**src/hdl/ncg_pkg.sv**
```systemverilog
package ncg_pkg;
  // control register addresses
  localparam logic [15:0] REG_DIV  = 16'h1820;
  localparam logic [15:0] REG_OPT  = 16'h1821;
  localparam logic [15:0] REG_PROT = 16'h1822;
  localparam logic [15:0] REG_STAT = 16'h1823;
  localparam logic [15:0] REG_CMD  = 16'h1824;
  // array windows
  localparam logic [15:0] EE_LO    = 16'h1600;
  localparam logic [15:0] EE_HI    = 16'h17ff;
  localparam logic [15:0] FL_LO    = 16'h1900;
  localparam logic [15:0] VEC_LO   = 16'hffc0;
  localparam logic [15:0] VEC_HI   = 16'hfffd;
  // nonvolatile byte locations
  localparam logic [15:0] NV_PROT_ADDR = 16'hffbd;
  localparam logic [15:0] NV_OPT_ADDR  = 16'hffbf;
  // status bit positions
  localparam int ST_CBEF   = 7;
  localparam int ST_CCF    = 6;
  localparam int ST_PVIOL  = 5;
  localparam int ST_ACCESS_ERROR_ALIAS = 4;
  // divider written flag, option redirect-disable bit
  localparam int DIV_DONE_BIT = 7;
  localparam int OPT_NORED    = 6;
  // protection fields: eeprom [7:5], flash [4:0]
  localparam int PROT_EE_LSB = 5;
  localparam int PROT_FL_MSB = 4;
  localparam int FL_SHIFT    = 9;
  localparam int EE_SHIFT    = 6;
  localparam int BLOCK_SHIFT = 5;
  // command codes
  localparam logic [7:0] CMD_BLANK = 8'h05;
  localparam logic [7:0] CMD_PROG  = 8'h20;
  localparam logic [7:0] CMD_BURST = 8'h25;
  localparam logic [7:0] CMD_SECT  = 8'h40;
  localparam logic [7:0] CMD_MASS  = 8'h41;
  localparam logic [7:0] CMD_ABORT = 8'h47;
  // operation lengths in timing-clock ticks
  localparam logic [14:0] TICKS_PROG  = 15'h0009;
  localparam logic [14:0] TICKS_BURST = 15'h0004;
  localparam logic [14:0] TICKS_SECT  = 15'h0fa0;
  localparam logic [14:0] TICKS_ABORT = 15'h0004;
  localparam logic [14:0] TICKS_BLANK = 15'h0004;
  localparam int          TICKS_MASS_DEF = 20000;
  // reset values
  localparam logic [7:0] DIV_RST  = 8'h00;
  localparam logic [7:0] CMD_RST  = 8'h00;
  localparam logic [7:0] BYTE_RST = 8'h00;
  // command entry phases
  typedef enum logic [1:0] {
    SEQ_IDLE = 2'b00,
    SEQ_ADDR = 2'b01,
    SEQ_CMD  = 2'b11
  } ncg_seq_t;
endpackage

```
**src/hdl/ncg_nvm_command_guard.sv**
```systemverilog
// Chosen here: strobed register access.
`timescale 1ns/1ps
module ncg_nvm_command_guard
  import ncg_pkg::*;
#(
  parameter int unsigned TICKS_MASS = TICKS_MASS_DEF
) (
  input  wire logic        core_clk,
  input  wire logic        srst,
  input  wire logic [15:0] busAddr,
  input  wire logic [7:0]  busWrData,
  input  wire logic        busWr,
  input  wire logic        busRd,
  output logic      [7:0]  busRdData,
  input  wire logic        bdmAccess,
  input  wire logic        secured,
  input  wire logic        stopReq,
  input  wire logic [7:0]  nvProtByte,
  input  wire logic [7:0]  nvOptByte,
  input  wire logic        vecFetch,
  input  wire logic [15:0] vecAddr,
  output logic      [15:0] vecAddrOut,
  output logic             pumpOn,
  output logic             arrayBusy
);

  ////////////////////////////////////////////////////////////////
  // helpers

  // address falls in either array window
  // flash window runs to the top of the map, so it needs no upper bound
  function automatic logic isArray(input logic [15:0] a);
    isArray = (a >= EE_LO && a <= EE_HI) || (a >= FL_LO);
  endfunction

  // one of the six accepted codes
  function automatic logic isLegal(input logic [7:0] c);
    isLegal = (c == CMD_BLANK) || (c == CMD_PROG) || (c == CMD_BURST) ||
              (c == CMD_SECT) || (c == CMD_MASS) || (c == CMD_ABORT);
  endfunction

  // standard duration of a command
  function automatic logic [14:0] ticksFor(input logic [7:0] c);
    case (c)
      CMD_PROG, CMD_BURST: ticksFor = TICKS_PROG;
      CMD_SECT:            ticksFor = TICKS_SECT;
      CMD_MASS:            ticksFor = 15'(TICKS_MASS);
      default:             ticksFor = TICKS_BLANK;
    endcase
  endfunction

  ////////////////////////////////////////////////////////////////
  // state

  logic [7:0]  div_reg;        // bit7 written flag, [6:0] divider
  logic [7:0]  opt_reg;        // working copy of option byte
  logic [7:0]  prot_reg;       // working protection ranges
  logic [7:0]  cmd_reg;        // last code accepted
  logic        loadPend_reg;   // copy nv bytes after reset
  logic        access_error_alias_reg;     // sticky access error
  logic        pViol_reg;      // protection violation
  ncg_seq_t    seq_reg;        // command entry phase
  ncg_seq_t    seq_next;
  logic [15:0] seqAddr_reg;    // latched array address
  logic        bufFull_reg;    // launched command waiting
  logic [7:0]  bufCmd_reg;
  logic [15:0] bufAddr_reg;
  logic        abortAct_reg;   // abort launched, not done
  logic        cutShort_reg;   // abort trimmed a sector erase
  logic        busy_reg;       // engine running
  logic [7:0]  runCmd_reg;
  logic [15:0] runAddr_reg;
  logic [14:0] opCnt_reg;      // ticks left
  logic [6:0]  pre_reg;        // timing prescaler
  logic        pump_reg;
  logic [7:0]  rd_reg;
  logic [15:0] vec_reg;

  ////////////////////////////////////////////////////////////////
  // bus decode

  wire arrWr  = busWr && isArray(busAddr);
  wire divWr  = busWr && (busAddr == REG_DIV);
  wire protWr = busWr && (busAddr == REG_PROT);
  wire statWr = busWr && (busAddr == REG_STAT);
  wire cmdWr  = busWr && (busAddr == REG_CMD);
  // every divider, protection, status or command write, for the order checks below
  wire ctrlWr = divWr || protWr || statWr || cmdWr;
  wire divDone = div_reg[DIV_DONE_BIT];
  wire cbef   = !bufFull_reg && !abortAct_reg;
  // done only when nothing runs, waits or is being aborted
  wire ccf    = !busy_reg && !bufFull_reg && !abortAct_reg;
  wire bdmBlocked = bdmAccess && secured &&
                    (busWrData != CMD_BLANK) && (busWrData != CMD_MASS);

  ////////////////////////////////////////////////////////////////
  // protocol violations

  // divider first; buffer must be free
  // abort still active also refuses array writes
  wire errArr = arrWr && (!divDone || !cbef || seq_reg != SEQ_IDLE);
  // only code after array write; legal codes
  wire errAddr = (seq_reg == SEQ_ADDR) &&
                 ((ctrlWr && !cmdWr) ||
                  (cmdWr && (!isLegal(busWrData) || bdmBlocked)));
  // only launch after code; zero is an error
  wire errCmd = (seq_reg == SEQ_CMD) &&
                ((ctrlWr && !statWr) || (statWr && !busWrData[ST_CBEF]));
  // stop with nothing running is harmless and leaves no error
  // stop kills running op
  wire errStop = stopReq && busy_reg;

  ////////////////////////////////////////////////////////////////
  // timing engine decode

  // one tick every divider+1 core cycles while busy
  // prescaler idles at zero so the first tick is a full period
  wire tick    = busy_reg && (pre_reg == div_reg[6:0]);
  wire finish  = tick && (opCnt_reg == 15'h0001);
  // trimmed erase reports error at completion
  wire errCut  = finish && cutShort_reg;
  wire errSet  = errArr || errAddr || errCmd || errStop || errCut;
  wire accClr  = statWr && busWrData[ST_ACCESS_ERROR_ALIAS];
  // a launch that would also raise an error is dropped whole
  wire launch  = statWr && busWrData[ST_CBEF] && (seq_reg == SEQ_CMD) &&
                 !access_error_alias_reg && !errSet;
  wire arrTake = arrWr && !access_error_alias_reg && !errSet;
  wire cmdTake = cmdWr && (seq_reg == SEQ_ADDR) && !access_error_alias_reg && !errSet;
  wire isAbort = (cmd_reg == CMD_ABORT);

  // next burst address: queued command or sequence in entry
  wire [15:0] nxtAddr = bufFull_reg ? bufAddr_reg : seqAddr_reg;
  // next sequence begun before done: queued burst, or any code in entry
  wire nxtStarted = bufFull_reg ? (bufCmd_reg == CMD_BURST) :
                    (seq_reg != SEQ_IDLE);
  // sequential and in same 32-byte block
  wire sameBlk = (nxtAddr == runAddr_reg + 16'h0001) &&
                 (nxtAddr[15:BLOCK_SHIFT] == runAddr_reg[15:BLOCK_SHIFT]);
  wire keepPump = (runCmd_reg == CMD_BURST) && nxtStarted && sameBlk;

  ////////////////////////////////////////////////////////////////
  // protection decode

  wire [4:0]  flRng  = prot_reg[PROT_FL_MSB:0];
  wire [2:0]  eeRng  = prot_reg[7:PROT_EE_LSB];
  // ranges grow in whole blocks: 512 bytes of flash, 64 of eeprom
  wire [15:0] flSize = 16'({flRng, 9'h000});
  wire [15:0] eeSize = 16'({eeRng, 6'h00});
  // bases carry a 17th bit so an empty flash range sits above the map
  wire [16:0] flBase = 17'h10000 - {1'b0, flSize};
  wire [16:0] eeBase = {1'b0, EE_HI} + 17'h00001 - {1'b0, eeSize};
  wire bufProt = (bufAddr_reg >= FL_LO && {1'b0, bufAddr_reg} >= flBase) ||
                 (bufAddr_reg >= EE_LO && bufAddr_reg <= EE_HI &&
                  {1'b0, bufAddr_reg} >= eeBase);
  wire anyProt = (flRng != 5'h00) || (eeRng != 3'h0);
  wire startBlk = (bufCmd_reg == CMD_MASS) ? anyProt :
                  ((bufCmd_reg != CMD_BLANK) && bufProt);
  // a protected start frees the buffer without running
  wire start = !busy_reg && bufFull_reg && !errStop;
  // fast time only while pump is held
  wire [14:0] startTicks = ((bufCmd_reg == CMD_BURST) && pump_reg) ?
                           TICKS_BURST : ticksFor(bufCmd_reg);
  // never shrink, except by debug
  // limitation: debug may lower protection whether or not secured
  wire protOk = bdmAccess ||
                ((busWrData[PROT_FL_MSB:0] >= flRng) &&
                 (busWrData[7:PROT_EE_LSB] >= eeRng));

  wire redirOn = !opt_reg[OPT_NORED] && (flRng != 5'h00);
  wire inVec   = (vecAddr >= VEC_LO) && (vecAddr <= VEC_HI);

  // status and readback
  // unmapped addresses read as zero rather than holding the bus
  wire [7:0] statVal = {cbef, ccf, pViol_reg, access_error_alias_reg, 4'h0};
  wire [7:0] rdMux = (busAddr == REG_DIV)  ? div_reg  :
                     (busAddr == REG_OPT)  ? opt_reg  :
                     (busAddr == REG_PROT) ? prot_reg :
                     (busAddr == REG_STAT) ? statVal  :
                     (busAddr == REG_CMD)  ? cmd_reg  : 8'h00;

  ////////////////////////////////////////////////////////////////
  // entry phase next state

  // entry walks idle, address, code; any fault sends it back to idle
  always_comb begin
    seq_next = seq_reg;
    if (access_error_alias_reg || errSet) begin
      seq_next = SEQ_IDLE;
    end else begin
      case (seq_reg)
        SEQ_IDLE: begin
          if (arrTake) begin
            seq_next = SEQ_ADDR;
          end
        end
        SEQ_ADDR: begin
          if (cmdTake) begin
            seq_next = SEQ_CMD;
          end
        end
        SEQ_CMD: begin
          if (launch) begin
            seq_next = SEQ_IDLE;
          end
        end
        default: seq_next = SEQ_IDLE;
      endcase
    end
  end

  ////////////////////////////////////////////////////////////////
  // configuration registers

  // divider writable once; nv copies taken one edge after reset
  // protection writes during entry are refused to keep the order strict
  always_ff @(posedge core_clk) begin
    if (srst) begin
      div_reg      <= DIV_RST;
      opt_reg      <= BYTE_RST;
      prot_reg     <= BYTE_RST;
      loadPend_reg <= 1'b1;
    end else begin
      if (divWr && !divDone && seq_reg == SEQ_IDLE) begin
        div_reg <= {1'b1, busWrData[6:0]};
      end
      if (loadPend_reg) begin
        prot_reg     <= nvProtByte;
        opt_reg      <= nvOptByte;
        loadPend_reg <= 1'b0;
      end else if (protWr && protOk && seq_reg == SEQ_IDLE) begin
        prot_reg <= busWrData;
      end
    end
  end

  ////////////////////////////////////////////////////////////////
  // flags and entry latches
  // one host write clears both flags; a new fault in that cycle wins

  always_ff @(posedge core_clk) begin
    if (srst) begin
      access_error_alias_reg  <= 1'b0;
      pViol_reg   <= 1'b0;
      seq_reg     <= SEQ_IDLE;
      seqAddr_reg <= 16'h0000;
      cmd_reg     <= CMD_RST;
    end else begin
      access_error_alias_reg <= errSet || (access_error_alias_reg && !accClr);
      pViol_reg <= (start && startBlk) || (pViol_reg && !accClr);
      seq_reg <= seq_next;
      if (arrTake) begin
        seqAddr_reg <= busAddr;
      end
      if (cmdTake) begin
        cmd_reg <= busWrData;
      end
    end
  end

  ////////////////////////////////////////////////////////////////
  // command buffer and abort tracking
  // the abort never enters the buffer, it acts on the running op

  always_ff @(posedge core_clk) begin
    if (srst) begin
      bufFull_reg  <= 1'b0;
      bufCmd_reg   <= CMD_RST;
      bufAddr_reg  <= 16'h0000;
      abortAct_reg <= 1'b0;
      cutShort_reg <= 1'b0;
    end else if (errStop) begin
      // stop flushes everything queued
      bufFull_reg  <= 1'b0;
      abortAct_reg <= 1'b0;
      cutShort_reg <= 1'b0;
    end else begin
      if (launch && !isAbort) begin
        bufFull_reg <= 1'b1;
        bufCmd_reg  <= cmd_reg;
        bufAddr_reg <= seqAddr_reg;
      end else if (start) begin
        bufFull_reg <= 1'b0;
      end
      // abort launch only marks the engine
      if (launch && isAbort) begin
        abortAct_reg <= 1'b1;
        // trim only if erase would outlast the abort time
        cutShort_reg <= busy_reg && (runCmd_reg == CMD_SECT) &&
                        (opCnt_reg > TICKS_ABORT);
      end else if (finish || !busy_reg) begin
        abortAct_reg <= 1'b0;
        cutShort_reg <= 1'b0;
      end
    end
  end

  ////////////////////////////////////////////////////////////////
  // timing engine and pump
  // pump stays on across a held burst so the next byte starts fast

  always_ff @(posedge core_clk) begin
    if (srst) begin
      busy_reg    <= 1'b0;
      runCmd_reg  <= CMD_RST;
      runAddr_reg <= 16'h0000;
      opCnt_reg   <= 15'h0000;
      pre_reg     <= 7'h00;
      pump_reg    <= 1'b0;
    end else if (errStop) begin
      busy_reg <= 1'b0;
      pump_reg <= 1'b0;
      pre_reg  <= 7'h00;
    end else if (start) begin
      pre_reg <= 7'h00;
      if (startBlk) begin
        pump_reg <= 1'b0;
      end else begin
        busy_reg    <= 1'b1;
        runCmd_reg  <= bufCmd_reg;
        runAddr_reg <= bufAddr_reg;
        opCnt_reg   <= startTicks;
        pump_reg    <= (bufCmd_reg != CMD_BLANK);
      end
    end else if (busy_reg) begin
      pre_reg <= tick ? 7'h00 : pre_reg + 7'h01;
      if (launch && isAbort && runCmd_reg == CMD_SECT &&
          opCnt_reg > TICKS_ABORT) begin
        // abort shortens erase to the abort time
        opCnt_reg <= TICKS_ABORT;
      end else if (finish) begin
        // done flag follows from busy low
        busy_reg <= 1'b0;
        // off unless a burst ends with a burst queued or any sequence being entered at the next address in the same 32-byte block
        pump_reg <= keepPump;
      end else if (tick) begin
        opCnt_reg <= opCnt_reg - 15'h0001;
      end
    end else if (!bufFull_reg && seq_reg == SEQ_IDLE) begin
      // held pump released once the follow-up never came
      pump_reg <= 1'b0;
    end
  end

  ////////////////////////////////////////////////////////////////
  // read data and vector fetch
  // the vector path costs one cycle on every fetch, redirected or not

  always_ff @(posedge core_clk) begin
    if (srst) begin
      rd_reg  <= 8'h00;
      vec_reg <= 16'h0000;
    end else begin
      // data stand only in the cycle after the strobe
      rd_reg <= busRd ? rdMux : 8'h00;
      // shift below protected start, reset vector kept
      vec_reg <= (vecFetch && redirOn && inVec) ? (vecAddr - flSize) : vecAddr;
    end
  end

  assign busRdData  = rd_reg;
  assign vecAddrOut = vec_reg;
  assign pumpOn     = pump_reg;
  assign arrayBusy  = busy_reg;

endmodule

```
**config.mk**
```make
export PLATFORM = sky130hd
export DESIGN_NAME = ncg_nvm_command_guard
export DESIGN_NICKNAME = d
export VERILOG_FILES = /design/src/hdl/ncg_pkg.sv /design/src/hdl/ncg_nvm_command_guard.sv
export SDC_FILE = /design/constraint.sdc
export NUM_CORES = 1
export LEC_CHECK = 0
export BUFFER_PORTS_ARGS = -buffer_cell sky130_fd_sc_hd__buf_2
export CAP_MARGIN = 20
export CORE_ASPECT_RATIO = 1.75
export CORE_MARGIN = 4
export CORE_UTILIZATION = 55
export DETAILED_ROUTE_END_ITERATION = 16
export PLACE_DENSITY = 0.76
export SLEW_MARGIN = 15
export SYNTH_ARGS = -nofsm -noshare
export SYNTH_HDL_FRONTEND = slang
export SYNTH_SLANG_ARGS = --single-unit
```
**constraint.sdc**
```tcl
create_clock -name core_clk -period 7.78 [get_ports core_clk]
set_input_delay 1.556 -clock core_clk [delete_from_list [all_inputs] [get_ports core_clk]]
set_output_delay 1.556 -clock core_clk [all_outputs]
set_load 0.01 [all_outputs]
```
==> impl_metrics.toml <==
[run_status]
outcome = "finished, final reports clean"

[timing]
period_minus_slack_ns = 4.36
relSlewSlack_pct = 27.4
clock.fmax_mhz = 229
rsz0062_at_grt = "false"
finalMaxSlewViolations = 0
setup_viol = 0
min_period_over_period_pct = 56.1
hold_viol_final = 0
worst_pin_slew_ns = 1.08
finalSetupTns_ns = 0
fin_worst_skew_ns = 0.0155

[global_routing]
grt_pass1_wl_um = 35300
grt_overflow_total = 0
first_global_vias = 7017
grt_max_degree = 104
grt_use_total_pct = 26.3
antenna_found_initial = 0

[clock_network]
cts_tree = "built"
cts_resized = 0
cts_root_buf = "clkbuf_16"
numCtsBuffers = 17
h-tree-depth = 4
cts_setup_buffers = 0
clock_sinks = 152
cts_buffer_depth = 2
clk_latency_ns = 0.43
postCtsHoldBufs = 0
path_clk_slew_ns = 0.07

[synthesis]
ys_warn_count = 0
ys_ff_latch = 152
ys_seq_area_share_pct = 37.7
postSynthCellCount = 913
synth_edf_count = 0
ys.flop_type = "dfxtp_1"
netlist_area_sq_mm = 0.00808
ys_types = 72
syn_area_per_cell_sq_um = 8.85
async_flop_share_pct = 0
synth_fp_nets = 1013

[job]
cap_violations = 0

[detailed_routing]
vias_per_cell = 6.11
wirelength_um = 22300
wl_per_cell_um = 18.9
remaining_drc_errors = 0
ant_nets = 0
vias = 7194
drtIter0Drc = 467
firstDrtPassIters = 8

[critical_path]
crit_required_ns = 8.04
critPathLaunchType = "primary input"
crit_chain = "buf_2, nor2_1, nand2_1, or3_1, o311a_1, or3_1, nor2_2, mux2i_1, nor2_1"
arrival_ns = 4.63
crit_type = "primary input to register"
path_delay_family = "simple AND/OR/NAND/NOR gates"
end_kind = "register"
worstPathBufferInverterCount = 1
crit_fanout = 23
crit_path_top_delay_cell = "nor2_2"
max_stage_delay_ns = 0.90

[floorplanning]
fp.coreArea_sq_mm = 0.0144
boundaryPins = 90
std_cell_rows = 58
die_w_um = 99.6
die_y_um = 168
start_util_pct = 56.2
dieArea_sq_mm = 0.0168

[placed_design]
routabilityCongestion = 0.941
portBuffers = 89
place_area_sq_mm = 0.00858
hpwl_um = 16300

[finish]
fillers = 1236
drive_gt1_share_pct = 14.6
diodes = 0
multi_input_area_sq_mm = 0.00470
seq_area_sq_mm = 0.00304
final_cell_area_sq_mm = 0.00919
area_growth_pct = 13.8
nets = 1084

[worst_hold_path]
min_path_type = "register to register"

[power_and_ir_drop]
cellLeakagePower_nw = 3.54
ir_drop_v = 0.000132
power.density_mw_per_mm2 = 197
-- Yosys cell counts (6+ instances only) --
cell type | n | area [sq um]
nor2_1 | 153 | 574
clkbuf_1 | 26 | 97.6
or4_1 | 6 | 45.0
dfxtp_1 | 152 | 3040
nor4_1 | 9 | 56.3
nand4_1 | 23 | 144
buf_1 | 7 | 26.3
inv_1 | 35 | 131
xnor2_1 | 15 | 131
o211ai_1 | 6 | 45.0
nor2b_1 | 19 | 119
nor3_1 | 27 | 135
nand3_1 | 14 | 70.1
a211oi_1 | 18 | 135
nand2b_1 | 9 | 56.3
and3_1 | 10 | 62.6
or3_1 | 10 | 62.6
ha_1 | 35 | 438
nor4b_1 | 6 | 52.6
mux2i_1 | 107 | 1070
a21oi_1 | 34 | 170
xor2_1 | 19 | 166
o21ai_0 | 16 | 80.1
nand2_1 | 47 | 176
a31oi_1 | 7 | 43.8
-- layer usage --
layer  track usage (%)  part of all wire, %  vias up
li1                  -                    -     3431
met1              28.7                   37     3405
met2              46.9                   53      276
met3              4.52                  5.0       82
met4              15.5                  5.2        0
met5                 0                    0        -
-- worst reg2reg max path, delay by kind of cell (launching register included) --
| family | cells | cell delay (ns) |
|---|---|---|
| and+or+nand+nor | 5 | 0.81 |
| buffers and inverters | 3 | 0.50 |
| DFF | 1 | 0.49 |
| AOI/OAI and AO/OA | 4 | 1.56 |
| adders and majority gates | 3 | 0.81 |
-- placed cells by master (no fill, tap or decap), types with 9 or more instances in the layout --
cell	instances
dfxtp_1	152
nand3_1	14
clkbuf_16	17
nor2_1	153
and3_1	10
nor2b_1	19
a211oi_1	18
xnor2_1	15
nor3_1	26
mux2i_1	107
inv_1	35
a21oi_1	34
o21ai_0	16
nor4_1	9
or3_1	10
buf_2	88
xor2_1	19
nand4_1	23
nand2_1	47
ha_1	35
nand2b_1	9
-- where the power goes --
group          leakage [nW]  internal, mW  switching, mW  total (mW)
Sequential             1.23         0.793         0.0139       0.807
Combinational          2.01        0.0579         0.0874       0.145
Clock                 0.295         0.486          0.370       0.856
Total                  3.54          1.34          0.471        1.81
-- metrics by stage --
| step | util [%] | instances | total power [mW] | setup slack (ns) | hold slack [ns] |
|---|---|---|---|---|---|
| 6_report | 64.0 | 1177 | 1.81 | 3.42 | 0.476 |
| 5_1_grt | 64.0 | 1177 | 1.86 | 3.20 | 0.501 |
| 4_1_cts | 63.9 | 1176 | 1.81 | 3.45 | 0.480 |
| 3_5_place_dp | 59.7 | 1144 | 0.967 | 3.01 | 0.473 |
| 3_3_place_gp | 59.7 | 1144 | 0.964 | 3.07 | 0.464 |
| 2_1_floorplan | - | 913 | 0.911 | 3.79 | 0.446 |
-- worst paths after layout --
| kind | start | endpoint | slack (ns) | cells past startpoint |
|---|---|---|---|---|
| max reg2reg | prot_reg[1] | opCnt_reg[2] | 3.49 | 15 |
| max | busAddr[0] | seqAddr_reg[2] | 3.42 | 9 |
| min | opCnt_reg[7] | opCnt_reg[7] | 0.48 | 2 |
| min reg2reg | opCnt_reg[7] | opCnt_reg[7] | 0.48 | 2 |
-- cell families (layout without fill, tap and decap cells) --
logic type	count (synthesis)	after routing	share of synthesized area (%)
AOI/OAI and AO/OA	139	139	12.1
adders and majority gates	36	36	5.67
DFF	152	152	37.7
and+or+nand+nor	363	363	22.8
muxes	111	111	13.8
buffers and inverters	78	162	4.26
xor gates and xnor gates	34	34	3.69
-- cell type report --
cell class	count	share of cell area, %
multi-input cells	683	51.1
flip-flops and latches	152	33.1
repair buffers	95	5.36
clock buffers	17	4.63
well taps	180	2.45
clock inverters	15	1.96
inverters	35	1.43
Power figures use the tool's default switching activity.
